<file path="config.mk">
export PLATFORM = sky130hd
export DESIGN_NAME = motion_sequence_control
export DESIGN_NICKNAME = d
export VERILOG_FILES = /design/src/seq_ctrl_pkg.sv /design/src/motion_sequence_control.sv /design/src/seg_time_mem.sv
export SDC_FILE = /design/constraint.sdc
export NUM_CORES = 2
export LEC_CHECK = 0
export BUFFER_PORTS_ARGS = -buffer_cell sky130_fd_sc_hd__buf_4
export CAP_MARGIN = 20
export CORE_MARGIN = 5
export CORE_UTILIZATION = 57
export CTS_CLUSTER_DIAMETER = 120
export DETAILED_ROUTE_END_ITERATION = 8
export GPL_TIMING_DRIVEN = 0
export PLACE_DENSITY_LB_ADDON = 0.2
export SLEW_MARGIN = 20
export SYNTH_ARGS = -nofsm -noshare
export SYNTH_HDL_FRONTEND = slang
export SYNTH_SLANG_ARGS = --single-unit
</file>
<file path="constraint.sdc">
create_clock -name core_clk -period 6.4 [get_ports core_clk]
set_clock_uncertainty 0.1 [all_clocks]
set_input_delay 0.32 -clock core_clk [delete_from_list [all_inputs] [get_ports core_clk]]
set_output_delay 0.32 -clock core_clk [all_outputs]
set_load 0.005 [all_outputs]
</file>
<file path="src/seq_ctrl_pkg.sv">
package seq_ctrl_pkg;

  // ****************************************************************
  // bus geometry
  // ****************************************************************
  localparam int ADDR_W = 16;
  localparam int DATA_W = 32;

  // ****************************************************************
  // register offsets (byte addresses)
  // ****************************************************************
  localparam logic [15:0] RESTART_POLICY_OFS = 16'h4040;
  localparam logic [15:0] COMPLETION_ACTION_OFS = 16'h4044;
  localparam logic [15:0] STOP_METHOD_OFS = 16'h4048;
  localparam logic [15:0] SEQ_CONFIG_OFS = 16'h404C;
  localparam logic [15:0] STATUS_OFS = 16'h4050;
  localparam logic [7:0] TABLE_PAGE = 8'h41;

  // ****************************************************************
  // field positions and reset values
  // ****************************************************************
  localparam int CFG_LAST_SEG_LSB = 0;
  localparam int CFG_CYCLES_LSB = 8;
  localparam int ST_STATE_LSB = 0;
  localparam int ST_SEQ_LSB = 8;
  localparam int ST_SEG_LSB = 16;
  localparam int ST_CYCLE_LSB = 20;
  localparam int ST_INVALID_BIT = 28;
  localparam int ST_NONE_BIT = 29;
  localparam logic [7:0] RESTART_POLICY_RST = 8'h00;
  localparam logic [7:0] COMPLETION_ACTION_RST = 8'h00;
  localparam logic [7:0] STOP_METHOD_RST = 8'h00;
  localparam logic [2:0] LAST_SEG_RST = 3'h3;
  localparam logic [7:0] CYCLES_RST = 8'h01;

  // ****************************************************************
  // encodings
  // ****************************************************************
  localparam logic [7:0] CA_KEEP_RUNNING = 8'h00;
  localparam logic [7:0] CA_STOP = 8'h01;
  localparam logic [7:0] CA_STOP_ABORT = 8'h02;
  localparam logic [7:0] CA_ABORT = 8'h03;
  localparam logic [7:0] RP_RESTART_SEQ = 8'h00;
  localparam logic [7:0] RP_RESTART_SEG = 8'h01;
  localparam logic [7:0] RP_CONTINUE_SEG = 8'h02;
  localparam logic [7:0] RP_NEXT_SEG = 8'h03;
  localparam logic [7:0] RP_NO_ACTION = 8'h04;
  localparam logic [1:0] RESP_OKAY = 2'h0;
  localparam logic [1:0] RESP_SLVERR = 2'h2;

  // ****************************************************************
  // timing: one segment time unit
  // ****************************************************************
  localparam int CLK_PERIOD_NS = 25;
  localparam int SEG_TICK_NS = 1000000;
  localparam int SEG_TICK_CYCLES = SEG_TICK_NS / CLK_PERIOD_NS;

  typedef enum logic [4:0] {
    ST_IDLE = 5'b00001,
    ST_RUN = 5'b00010,
    ST_HOLD = 5'b00100,
    ST_END = 5'b01000,
    ST_STOP = 5'b10000
  } seq_state_e;

endpackage

</file>
<file path="src/motion_sequence_control.sv">
// Local design decision: the AXI4-Lite register port.
`timescale 1ns/1ps
// Summary of operation
// action 0 holds end setpoint until abort
// action 1 stops motor, sequencer keeps setpoint
// action 2 stops, returns at standstill
// far side issues new start after return
// action 3 returns without stopping motor
// complete only after all steps and cycles
// restart policy applies after stop or error
// policy 0 restarts sequence from first segment
// policy 1 restarts active segment from beginning
// policy 2 resumes segment where interrupted
// policy 3 skips to the following segment
// policy 4 keeps processing while motor stopped
// four select bits form binary sequence number
// zero means none, nine to fifteen invalid
// never start without a start function
// level start runs while trigger held
// separate edge start starts selected sequence
// level trigger false aborts, restores setpoint
// rising edge starts, falling edge ignored
// restart policy resets to zero
// sample select at start, reject zero/invalid
module motion_sequence_control
  import seq_ctrl_pkg::*;
#(
  parameter int TICK_CYCLES = SEG_TICK_CYCLES,
  parameter int DUR_W = 16
) (
  input wire logic core_clk,
  input wire logic nrst,
  input wire logic [seq_ctrl_pkg::ADDR_W-1:0] s_axi_awaddr,
  input wire logic s_axi_awvalid,
  output logic s_axi_awready,
  input wire logic [seq_ctrl_pkg::DATA_W-1:0] s_axi_wdata,
  input wire logic [3:0] s_axi_wstrb,
  input wire logic s_axi_wvalid,
  output logic s_axi_wready,
  output logic [1:0] s_axi_bresp,
  output logic s_axi_bvalid,
  input wire logic s_axi_bready,
  input wire logic [seq_ctrl_pkg::ADDR_W-1:0] s_axi_araddr,
  input wire logic s_axi_arvalid,
  output logic s_axi_arready,
  output logic [seq_ctrl_pkg::DATA_W-1:0] s_axi_rdata,
  output logic [1:0] s_axi_rresp,
  output logic s_axi_rvalid,
  input wire logic s_axi_rready,
  input wire logic seq_select_bit0,
  input wire logic seq_select_bit1,
  input wire logic seq_select_bit2,
  input wire logic seq_select_bit3,
  input wire logic level_run_trigger,
  input wire logic edge_start_trigger,
  input wire logic abort_trigger,
  input wire logic motor_running,
  input wire logic motor_standstill,
  output logic seq_setpoint_ctrl,
  output logic seq_end_segment,
  output logic [3:0] seq_number,
  output logic [2:0] seq_segment,
  output logic motor_stop_req,
  output logic [7:0] stop_method_select
);
  import seq_ctrl_pkg::*;

  // ****************************************************************
  // declarations
  // ****************************************************************
  seq_state_e state_reg;
  logic [7:0] restart_policy_select_reg;
  logic [7:0] completion_action_select_reg;
  logic [7:0] stop_method_reg;
  logic [2:0] last_seg_reg;
  logic [7:0] cycles_reg;
  logic [2:0] seq_reg;
  logic [2:0] seg_reg;
  logic [7:0] cycle_reg;
  logic [DUR_W-1:0] seg_time_reg;
  logic [31:0] tick_cnt_reg;
  logic fresh_reg;
  logic by_level_reg;
  logic end_stop_reg;
  logic level_prev_reg;
  logic edge_prev_reg;
  logic stop_req_reg;
  logic [DUR_W-1:0] dur_q;
  logic [DUR_W-1:0] bus_tab_q;
  logic [3:0] sel_value;
  logic sel_none;
  logic sel_invalid;
  logic level_rise;
  logic edge_rise;
  logic tick;
  logic active;
  logic abort_ev;
  logic start_ev;
  logic elapsed;
  logic elapsed_ev;
  logic pause_ev;
  logic resume_ev;
  logic advance_ev;
  logic complete_ev;
  logic seg_restart;
  logic last_seg;
  logic [7:0] eff_cycles;
  logic [7:0] cycle_inc;
  logic [7:0] eff_policy;
  seq_state_e done_state;

  // ****************************************************************
  // trigger decode
  // ****************************************************************
  assign sel_value = {seq_select_bit3, seq_select_bit2,
                      seq_select_bit1, seq_select_bit0};
  assign sel_none = (sel_value == 4'h0);
  assign sel_invalid = (sel_value > 4'h8);
  assign level_rise = level_run_trigger & ~level_prev_reg;
  // a falling edge of the edge trigger never does anything
  assign edge_rise = edge_start_trigger & ~edge_prev_reg;

  always_ff @(posedge core_clk) begin
    if (!nrst) begin
      level_prev_reg <= 1'b0;
      edge_prev_reg <= 1'b0;
    end else begin
      level_prev_reg <= level_run_trigger;
      edge_prev_reg <= edge_start_trigger;
    end
  end

  // ****************************************************************
  // sequence events
  // ****************************************************************
  // policy codes above 4 fall back to a full restart
  assign eff_policy = (restart_policy_select_reg > RP_NO_ACTION) ?
                      RP_RESTART_SEQ : restart_policy_select_reg;
  assign eff_cycles = (cycles_reg == 8'h00) ? 8'h01 : cycles_reg;
  assign cycle_inc = cycle_reg + 8'h01;
  assign last_seg = (seg_reg == last_seg_reg);
  assign active = (state_reg != ST_IDLE);
  assign abort_ev = active &
                    (abort_trigger | (by_level_reg & ~level_run_trigger));
  assign start_ev = (state_reg == ST_IDLE) & (level_rise | edge_rise) &
                    ~sel_none & ~sel_invalid & ~abort_trigger;
  // dur_q lags a segment change by one cycle, so skip that cycle
  assign elapsed = ~fresh_reg & (seg_time_reg >= dur_q);
  assign elapsed_ev = (state_reg == ST_RUN) & elapsed;
  assign pause_ev = (state_reg == ST_RUN) & ~motor_running &
                    (eff_policy != RP_NO_ACTION);
  assign resume_ev = (state_reg == ST_HOLD) & motor_running;
  assign advance_ev = elapsed_ev |
                      (resume_ev & (eff_policy == RP_NEXT_SEG));
  assign complete_ev = advance_ev & last_seg & (cycle_inc >= eff_cycles);
  assign seg_restart = start_ev | advance_ev |
                       (resume_ev & (eff_policy == RP_RESTART_SEQ)) |
                       (resume_ev & (eff_policy == RP_RESTART_SEG));

  always_comb begin
    unique case (completion_action_select_reg)
      CA_STOP: done_state = ST_END;
      CA_STOP_ABORT: done_state = ST_STOP;
      CA_ABORT: done_state = ST_IDLE;
      default: done_state = ST_END;
    endcase
  end

  // ****************************************************************
  // state machine
  // ****************************************************************
  always_ff @(posedge core_clk) begin
    if (!nrst) begin
      state_reg <= ST_IDLE;
    end else if (abort_ev) begin
      state_reg <= ST_IDLE;
    end else begin
      unique case (state_reg)
        ST_IDLE: begin
          if (start_ev) begin
            state_reg <= ST_RUN;
          end
        end
        ST_RUN: begin
          if (complete_ev) begin
            state_reg <= done_state;
          end else if (pause_ev) begin
            state_reg <= ST_HOLD;
          end
        end
        ST_HOLD: begin
          if (complete_ev) begin
            state_reg <= done_state;
          end else if (resume_ev) begin
            state_reg <= ST_RUN;
          end
        end
        ST_END: begin
          state_reg <= ST_END;
        end
        ST_STOP: begin
          if (motor_standstill) begin
            state_reg <= ST_IDLE;
          end
        end
      endcase
    end
  end

  always_ff @(posedge core_clk) begin
    if (!nrst) begin
      by_level_reg <= 1'b0;
      seq_reg <= 3'h0;
      end_stop_reg <= 1'b0;
    end else begin
      if (start_ev) begin
        by_level_reg <= level_rise;
        seq_reg <= 3'(sel_value - 4'h1);
      end
      if (complete_ev) begin
        end_stop_reg <= (completion_action_select_reg == CA_STOP);
      end
    end
  end

  // ****************************************************************
  // segment position and timing
  // ****************************************************************
  always_ff @(posedge core_clk) begin
    if (!nrst) begin
      seg_reg <= 3'h0;
      cycle_reg <= 8'h00;
    end else if (start_ev || (resume_ev && eff_policy == RP_RESTART_SEQ)) begin
      seg_reg <= 3'h0;
      cycle_reg <= 8'h00;
    end else if (advance_ev && !complete_ev) begin
      seg_reg <= last_seg ? 3'h0 : seg_reg + 3'h1;
      cycle_reg <= last_seg ? cycle_inc : cycle_reg;
    end
  end

  always_ff @(posedge core_clk) begin
    if (!nrst) begin
      tick_cnt_reg <= 32'h0;
    end else if (tick) begin
      tick_cnt_reg <= 32'h0;
    end else begin
      tick_cnt_reg <= tick_cnt_reg + 32'h1;
    end
  end
  assign tick = (tick_cnt_reg == 32'(TICK_CYCLES - 1));

  // time stands still in HOLD, so policy 2 resumes where it left off
  always_ff @(posedge core_clk) begin
    if (!nrst) begin
      seg_time_reg <= '0;
      fresh_reg <= 1'b1;
    end else begin
      fresh_reg <= seg_restart;
      if (seg_restart) begin
        seg_time_reg <= '0;
      end else if (state_reg == ST_RUN && tick && !elapsed) begin
        seg_time_reg <= seg_time_reg + 1'b1;
      end
    end
  end

  // ****************************************************************
  // outputs
  // ****************************************************************
  always_ff @(posedge core_clk) begin
    if (!nrst) begin
      stop_req_reg <= 1'b0;
    end else begin
      stop_req_reg <= ~abort_ev &
                      (((state_reg == ST_END) & end_stop_reg) |
                       (state_reg == ST_STOP));
    end
  end

  assign motor_stop_req = stop_req_reg;
  assign seq_setpoint_ctrl = active;
  assign seq_end_segment = state_reg[3] | state_reg[4];
  assign seq_number = active ? {1'b0, seq_reg} + 4'h1 : 4'h0;
  assign seq_segment = seg_reg;
  assign stop_method_select = stop_method_reg;

  // ****************************************************************
  // AXI4-Lite slave
  // ****************************************************************
  logic aw_full_reg;
  logic w_full_reg;
  logic [ADDR_W-1:0] aw_addr_reg;
  logic [DATA_W-1:0] w_data_reg;
  logic [3:0] w_strb_reg;
  logic bvalid_reg;
  logic [1:0] bresp_reg;
  logic rd_pend_reg;
  logic [ADDR_W-1:0] ar_addr_reg;
  logic rvalid_reg;
  logic [DATA_W-1:0] rdata_reg;
  logic [1:0] rresp_reg;
  logic do_write;
  logic wr_tab;
  logic rd_tab;
  logic wr_hit;
  logic [DATA_W-1:0] rd_word;
  logic rd_hit;

  assign s_axi_awready = ~aw_full_reg & ~bvalid_reg;
  assign s_axi_wready = ~w_full_reg & ~bvalid_reg;
  assign s_axi_arready = ~rd_pend_reg & ~rvalid_reg;
  assign s_axi_bvalid = bvalid_reg;
  assign s_axi_bresp = bresp_reg;
  assign s_axi_rvalid = rvalid_reg;
  assign s_axi_rdata = rdata_reg;
  assign s_axi_rresp = rresp_reg;
  assign do_write = aw_full_reg & w_full_reg;
  assign wr_tab = (aw_addr_reg[15:8] == TABLE_PAGE) &&
                  (aw_addr_reg[1:0] == 2'b00);
  assign wr_hit = wr_tab || aw_addr_reg == RESTART_POLICY_OFS ||
                  aw_addr_reg == COMPLETION_ACTION_OFS ||
                  aw_addr_reg == STOP_METHOD_OFS ||
                  aw_addr_reg == SEQ_CONFIG_OFS ||
                  aw_addr_reg == STATUS_OFS;

  always_ff @(posedge core_clk) begin
    if (!nrst) begin
      aw_full_reg <= 1'b0;
      w_full_reg <= 1'b0;
      aw_addr_reg <= '0;
      w_data_reg <= '0;
      w_strb_reg <= 4'h0;
      bvalid_reg <= 1'b0;
      bresp_reg <= RESP_OKAY;
    end else begin
      if (s_axi_awvalid && s_axi_awready) begin
        aw_full_reg <= 1'b1;
        aw_addr_reg <= s_axi_awaddr;
      end
      if (s_axi_wvalid && s_axi_wready) begin
        w_full_reg <= 1'b1;
        w_data_reg <= s_axi_wdata;
        w_strb_reg <= s_axi_wstrb;
      end
      if (do_write) begin
        aw_full_reg <= 1'b0;
        w_full_reg <= 1'b0;
        bvalid_reg <= 1'b1;
        bresp_reg <= wr_hit ? RESP_OKAY : RESP_SLVERR;
      end else if (bvalid_reg && s_axi_bready) begin
        bvalid_reg <= 1'b0;
      end
    end
  end

  // a status write is accepted but changes nothing
  always_ff @(posedge core_clk) begin
    if (!nrst) begin
      restart_policy_select_reg <= RESTART_POLICY_RST;
      completion_action_select_reg <= COMPLETION_ACTION_RST;
      stop_method_reg <= STOP_METHOD_RST;
      last_seg_reg <= LAST_SEG_RST;
      cycles_reg <= CYCLES_RST;
    end else if (do_write) begin
      if (w_strb_reg[0]) begin
        unique case (aw_addr_reg)
          RESTART_POLICY_OFS: restart_policy_select_reg <= w_data_reg[7:0];
          COMPLETION_ACTION_OFS:
            completion_action_select_reg <= w_data_reg[7:0];
          STOP_METHOD_OFS: stop_method_reg <= w_data_reg[7:0];
          SEQ_CONFIG_OFS:
            last_seg_reg <= w_data_reg[CFG_LAST_SEG_LSB +: 3];
          default: ;
        endcase
      end
      if (w_strb_reg[1] && aw_addr_reg == SEQ_CONFIG_OFS) begin
        cycles_reg <= w_data_reg[CFG_CYCLES_LSB +: 8];
      end
    end
  end

  always_ff @(posedge core_clk) begin
    if (!nrst) begin
      rd_pend_reg <= 1'b0;
      ar_addr_reg <= '0;
      rvalid_reg <= 1'b0;
      rdata_reg <= '0;
      rresp_reg <= RESP_OKAY;
    end else begin
      if (s_axi_arvalid && s_axi_arready) begin
        rd_pend_reg <= 1'b1;
        ar_addr_reg <= s_axi_araddr;
      end else if (rd_pend_reg) begin
        rd_pend_reg <= 1'b0;
        rvalid_reg <= 1'b1;
        rdata_reg <= rd_word;
        rresp_reg <= rd_hit ? RESP_OKAY : RESP_SLVERR;
      end else if (rvalid_reg && s_axi_rready) begin
        rvalid_reg <= 1'b0;
      end
    end
  end

  assign rd_tab = (ar_addr_reg[15:8] == TABLE_PAGE) &&
                  (ar_addr_reg[1:0] == 2'b00);

  always_comb begin
    rd_word = '0;
    rd_hit = 1'b1;
    if (rd_tab) begin
      rd_word[DUR_W-1:0] = bus_tab_q;
    end else begin
      unique case (ar_addr_reg)
        RESTART_POLICY_OFS: rd_word[7:0] = restart_policy_select_reg;
        COMPLETION_ACTION_OFS: rd_word[7:0] = completion_action_select_reg;
        STOP_METHOD_OFS: rd_word[7:0] = stop_method_reg;
        SEQ_CONFIG_OFS: begin
          rd_word[CFG_LAST_SEG_LSB +: 3] = last_seg_reg;
          rd_word[CFG_CYCLES_LSB +: 8] = cycles_reg;
        end
        STATUS_OFS: begin
          rd_word[ST_STATE_LSB +: 5] = state_reg;
          rd_word[ST_SEQ_LSB +: 3] = seq_reg;
          rd_word[ST_SEG_LSB +: 3] = seg_reg;
          rd_word[ST_CYCLE_LSB +: 8] = cycle_reg;
          rd_word[ST_INVALID_BIT] = sel_invalid;
          rd_word[ST_NONE_BIT] = sel_none;
        end
        default: rd_hit = 1'b0;
      endcase
    end
  end

  // ****************************************************************
  // segment time table
  // ****************************************************************
  seg_time_mem #(
    .AW(6),
    .DW(DUR_W)
  ) u_seg_time_mem (
    .core_clk(core_clk),
    .nrst(nrst),
    .we(do_write && wr_tab && (w_strb_reg[1:0] == 2'b11)),
    .waddr(aw_addr_reg[7:2]),
    .wdata(w_data_reg[DUR_W-1:0]),
    .raddr_a({seq_reg, seg_reg}),
    .rdata_a(dur_q),
    .raddr_b(s_axi_araddr[7:2]),
    .rdata_b(bus_tab_q)
  );

endmodule

</file>
<file path="src/seg_time_mem.sv">
`timescale 1ns/1ps
module seg_time_mem #(
  parameter int AW = 6,
  parameter int DW = 16
) (
  input wire logic core_clk,
  input wire logic nrst,
  input wire logic we,
  input wire logic [AW-1:0] waddr,
  input wire logic [DW-1:0] wdata,
  input wire logic [AW-1:0] raddr_a,
  output logic [DW-1:0] rdata_a,
  input wire logic [AW-1:0] raddr_b,
  output logic [DW-1:0] rdata_b
);

  logic [DW-1:0] mem [0:(1<<AW)-1];

  always_ff @(posedge core_clk) begin
    if (we) begin
      mem[waddr] <= wdata;
    end
  end

  // two registered read ports: one for the sequencer, one for the bus
  always_ff @(posedge core_clk) begin
    if (!nrst) begin
      rdata_a <= '0;
      rdata_b <= '0;
    end else begin
      rdata_a <= mem[raddr_a];
      rdata_b <= mem[raddr_b];
    end
  end

endmodule

</file>
==> results.txt <==
The final count of negative-setup-slack endpoints is 0. Synthesis inferred 1250 register bits. Max-cap violations in this run came to 0. The y dimension of the die is 327 um. The number of clock sinks seen by CTS is 1250. Static timing analysis puts the maximum clock frequency at 0.194 GHz. The initial antenna violation count came out at 10. The share of the core filled with cells is 65.8%. The path with the worst hold slack has its endpoint at state_reg[3].

Once detailed placement completed, the half-perimeter wirelength came to 124000 um. The worst setup path is launched from a register. The worst-case clock buffer depth came out at 3. The type of destination of the critical path is a register. The synthesis-to-layout area growth came out at 14.9%. The wire length after detailed routing is 181000 um. The number of nets in the final layout came out at 3666.

Setup repair after global routing left no endpoint under its margin. After synthesis, the netlist uses 70 different library cells. In this run the critical register-to-register path is captured at u_seg_time_mem.rdata_a[3].

The register with the most flip-flops in the layout has 1024 of them. Setup slack on the worst reg-to-reg path comes out at 1240 ps. The share of final-layout standard cells stronger than drive strength 1 is 32.0%. For the pin with the worst max-slew slack, the measured transition is 1250 ps. The overall via count from detail_route is 35.8k.

The routability-driven placement congestion ratio came out at 0.974. The via-per-instance ratio is 7.23. The multi-input combinational cells in the finished layout cover a total of 0.0213 mm^2. The filler cells instantiated in the layout total 6531.

The DRC violations left is 0. The clock period minus final worst setup slack is 5160 ps. The hold violation total from the final report came out at 0. The area of the die is 0.107 mm^2.

Port buffering added 113 buffers. The cell area after synthesis is 0.0573 mm^2. Counting stages on the worst path, the most repeated cell is sky130_fd_sc_hd__clkbuf_1. The flow ran to the end, and the final reports show no timing, DRC or antenna violations.

For this run, the slowest stage of the critical path takes 990 ps. The maximum vdd ir drop came out at 0.357 mV. In the final routed layout, each cell accounts on average for 36.6 um.

The count of antenna-violating nets left after detailed routing is 0. The violation count after the first detailed-routing iteration came out at 5623. The die boundary width came out at 327 um. For this run the aggregate overflow at the end of global routing stands at 0.

The number of synthesis warnings came out at 0. The startpoint identified for the worst hold timing path is abort_trigger. The instance count of the mapped netlist is 3187.

sky130_fd_sc_hd__edfxtp_1 is the most common cell in the netlist. The type of the worst setup path is register to register. The worst register-to-register path has a depth of 7. The number of global-route vias before repair came out at 36.3k.

By area the synthesized netlist is led by sky130_fd_sc_hd__edfxtp_1 54%, sky130_fd_sc_hd__mux4_2 25%, sky130_fd_sc_hd__dfxtp_1 7.9%, sky130_fd_sc_hd__mux2i_1 2.1%, sky130_fd_sc_hd__nand2_1 1.2%. The CTS H-tree depth is 4. The number of enable flip-flop cells after synthesis came out at 1024.

The later pin in the worst-skew pair is clocked with a latency of 760 ps. The count of boundary I/O pins came out at 143. The leakage power of the design came out at 20.1 nW. Entering global routing, the biggest net connects 70 pins.

The synthesized design spends more area on one cell type than any other, namely sky130_fd_sc_hd__edfxtp_1. The max-slew headroom at the worst pin came out at 14.2%. CTS placed an instance of sky130_fd_sc_hd__clkbuf_16 at the clock tree root. The dominant synthesized flop cell is sky130_fd_sc_hd__edfxtp_1. The first-pass detailed-route iteration total came out at 7.

The startpoint identified for the worst register-to-register timing path is seq_segment[1]. The share of the synthesized area in the top cell type came out at 53.7%. STA puts the critical path data required time at 6860 ps. Adding up every negative setup slack in the final design gives 0 ps.

The cell depth of the worst min-delay path came out at 4. The clock-pin slew on the worst setup and hold paths is 60 ps. The share of flip-flops with an asynchronous set or reset after synthesis is 0%. The data arrival time of the worst path is 5620 ps. In this run the worst path has a maximum fanout of 10. The global-route total usage across every layer is 34.0%. The total buffers and inverters traversed by the critical path came out at 3. In this run the worst hold path is classified as input pin to register. The critical path goes through clkbuf_1 -> clkbuf_1 -> clkbuf_1 -> mux4_2 -> mux4_2 -> mux2i_1 -> o22ai_1. The initial utilization of the core area, before any placement, comes to 57.3%. The final critical path takes up 80.7% of the cycle. TritonCTS built the clock tree.

The area of the core came out at 0.100 mm^2. The sequential fraction of the synthesis area came out at 61.6%. TritonCTS created 133 clock buffers. The commonest cells after synthesis are 1024 x sky130_fd_sc_hd__edfxtp_1, 640 x sky130_fd_sc_hd__mux4_2, 226 x sky130_fd_sc_hd__dfxtp_1. After synthesis, the mean cell area works out to 18.0 um^2. The kind of cell with the highest combined delay along the critical path is buffers and inverters.

On the critical path, the stage with the largest delay is an instance of sky130_fd_sc_hd__mux2i_1. The number of pins exceeding their max-slew limit in the final report is 0. The wire length of the first global-routing pass is 257000 um. In the final layout, flip-flops and latches occupy 0.0353 mm^2. The post-CTS resize count came out at 0. The power per cell area is 270 mW/mm^2. The number of standard-cell rows in the floorplan came out at 116.
final cells by class:
type	instances	area share, %
plain buffers	233	1.52
multi-input cells	1668	32.3
clock buffers	167	5.41
flip-flops and latches	1250	53.7
inverters	40	0.228
repair buffers	226	3.35
well taps	1298	2.47
clock inverters	67	1.04
diodes	2	0.00760
layout by cell type (no fill, tap or decap), drive strengths merged, types with 6 or more instances in the layout:
cell         netlist  final
nor4              13     13
a22oi             11     11
buf              104    255
and3              12     12
nor2b             69     69
xnor2             20     20
nor3              27     27
bufinv             0     11
a21boi            55     55
and2              12     12
nor3b              8      8
a221oi             6      6
mux2i            121    121
and4               6      6
dlygate4sd3        0     73
dfxtp            226    226
a2111oi            6      6
mux4             640    640
nand2b            23     23
inv               40     46
nand2            190    190
clkinv             0     45
nand3b            17     17
edfxtp          1024   1024
a21oi             46     46
nor2             132    132
o22ai             35     35
xor2              21     21
ha                30     30
clkbuf           129    298
nand4             20     20
nand3             51     51
o21ai             31     31
kinds of logic (layout without fill, tap and decap cells):
group | Yosys count | in the layout | synth area share [%]
DFF | 1250 | 1250 | 61.6
muxes | 765 | 765 | 27.3
and+or+nand+nor | 599 | 599 | 5.17
buffers and inverters | 273 | 733 | 1.96
AOI/OAI and AO/OA | 228 | 228 | 2.68
xor gates and xnor gates | 41 | 41 | 0.627
adders and majority gates | 30 | 30 | 0.655
other | 1 | 7 | 0.00654
worst max-delay path by stage:
stage                              start                   endpoint  slack, ps  depth (start not counted)
after floorplan             cycle_reg[0]               cycle_reg[5]       3530                         11
after global placement    seq_segment[1]  u_seg_time_mem.rdata_a[6]       1440                          7
after detailed placement  seq_segment[1]  u_seg_time_mem.rdata_a[5]       1710                          7
after CTS                 seq_segment[1]  u_seg_time_mem.rdata_a[4]       1660                          7
after global routing      seq_segment[1]  u_seg_time_mem.rdata_a[4]       1440                          7
final                     seq_segment[1]  u_seg_time_mem.rdata_a[3]       1240                          7
per-stage QoR:
step	std cells	power, mW	setup WS [ps]	hold slack, ps	instance area, um^2
floorplan	3191	9.73	3530	330	57300
finish	4951	17.8	1240	120	65800
detailed placement	4642	10.2	1710	364	60800
CTS	4949	17.8	1660	73.3	65800
global placement	4602	10.2	1440	346	59800
global route	4950	18.2	1440	161	65800
worst min-delay path, cell delays in order:
cell and delay, ps:
sky130_fd_sc_hd__buf_4 110, sky130_fd_sc_hd__a21oi_1 110, sky130_fd_sc_hd__o21ai_1 190, sky130_fd_sc_hd__a21oi_1 180
routing by layer:
layer	up-vias	GRT usage, %	part of all wire, %
met5	-	0	0.034
met4	10	18.1	6.7
met3	634	11.1	13
met2	2791	53.1	47
met1	18500	42.9	33
li1	13900	-	-
power by group:
group          switching [mW]  total (mW)  internal, mW
clock                    3.23        7.63          4.40
combinational           0.690        1.14         0.454
sequential              0.142        9.01          8.87
total                    4.06        17.8          13.7
timing repair:
item,CTS,global route
setup buffers,0,0
hold buffers,73,0
hold endpoints to repair,68,0
Note: power is estimated with default switching activity, not from simulation.
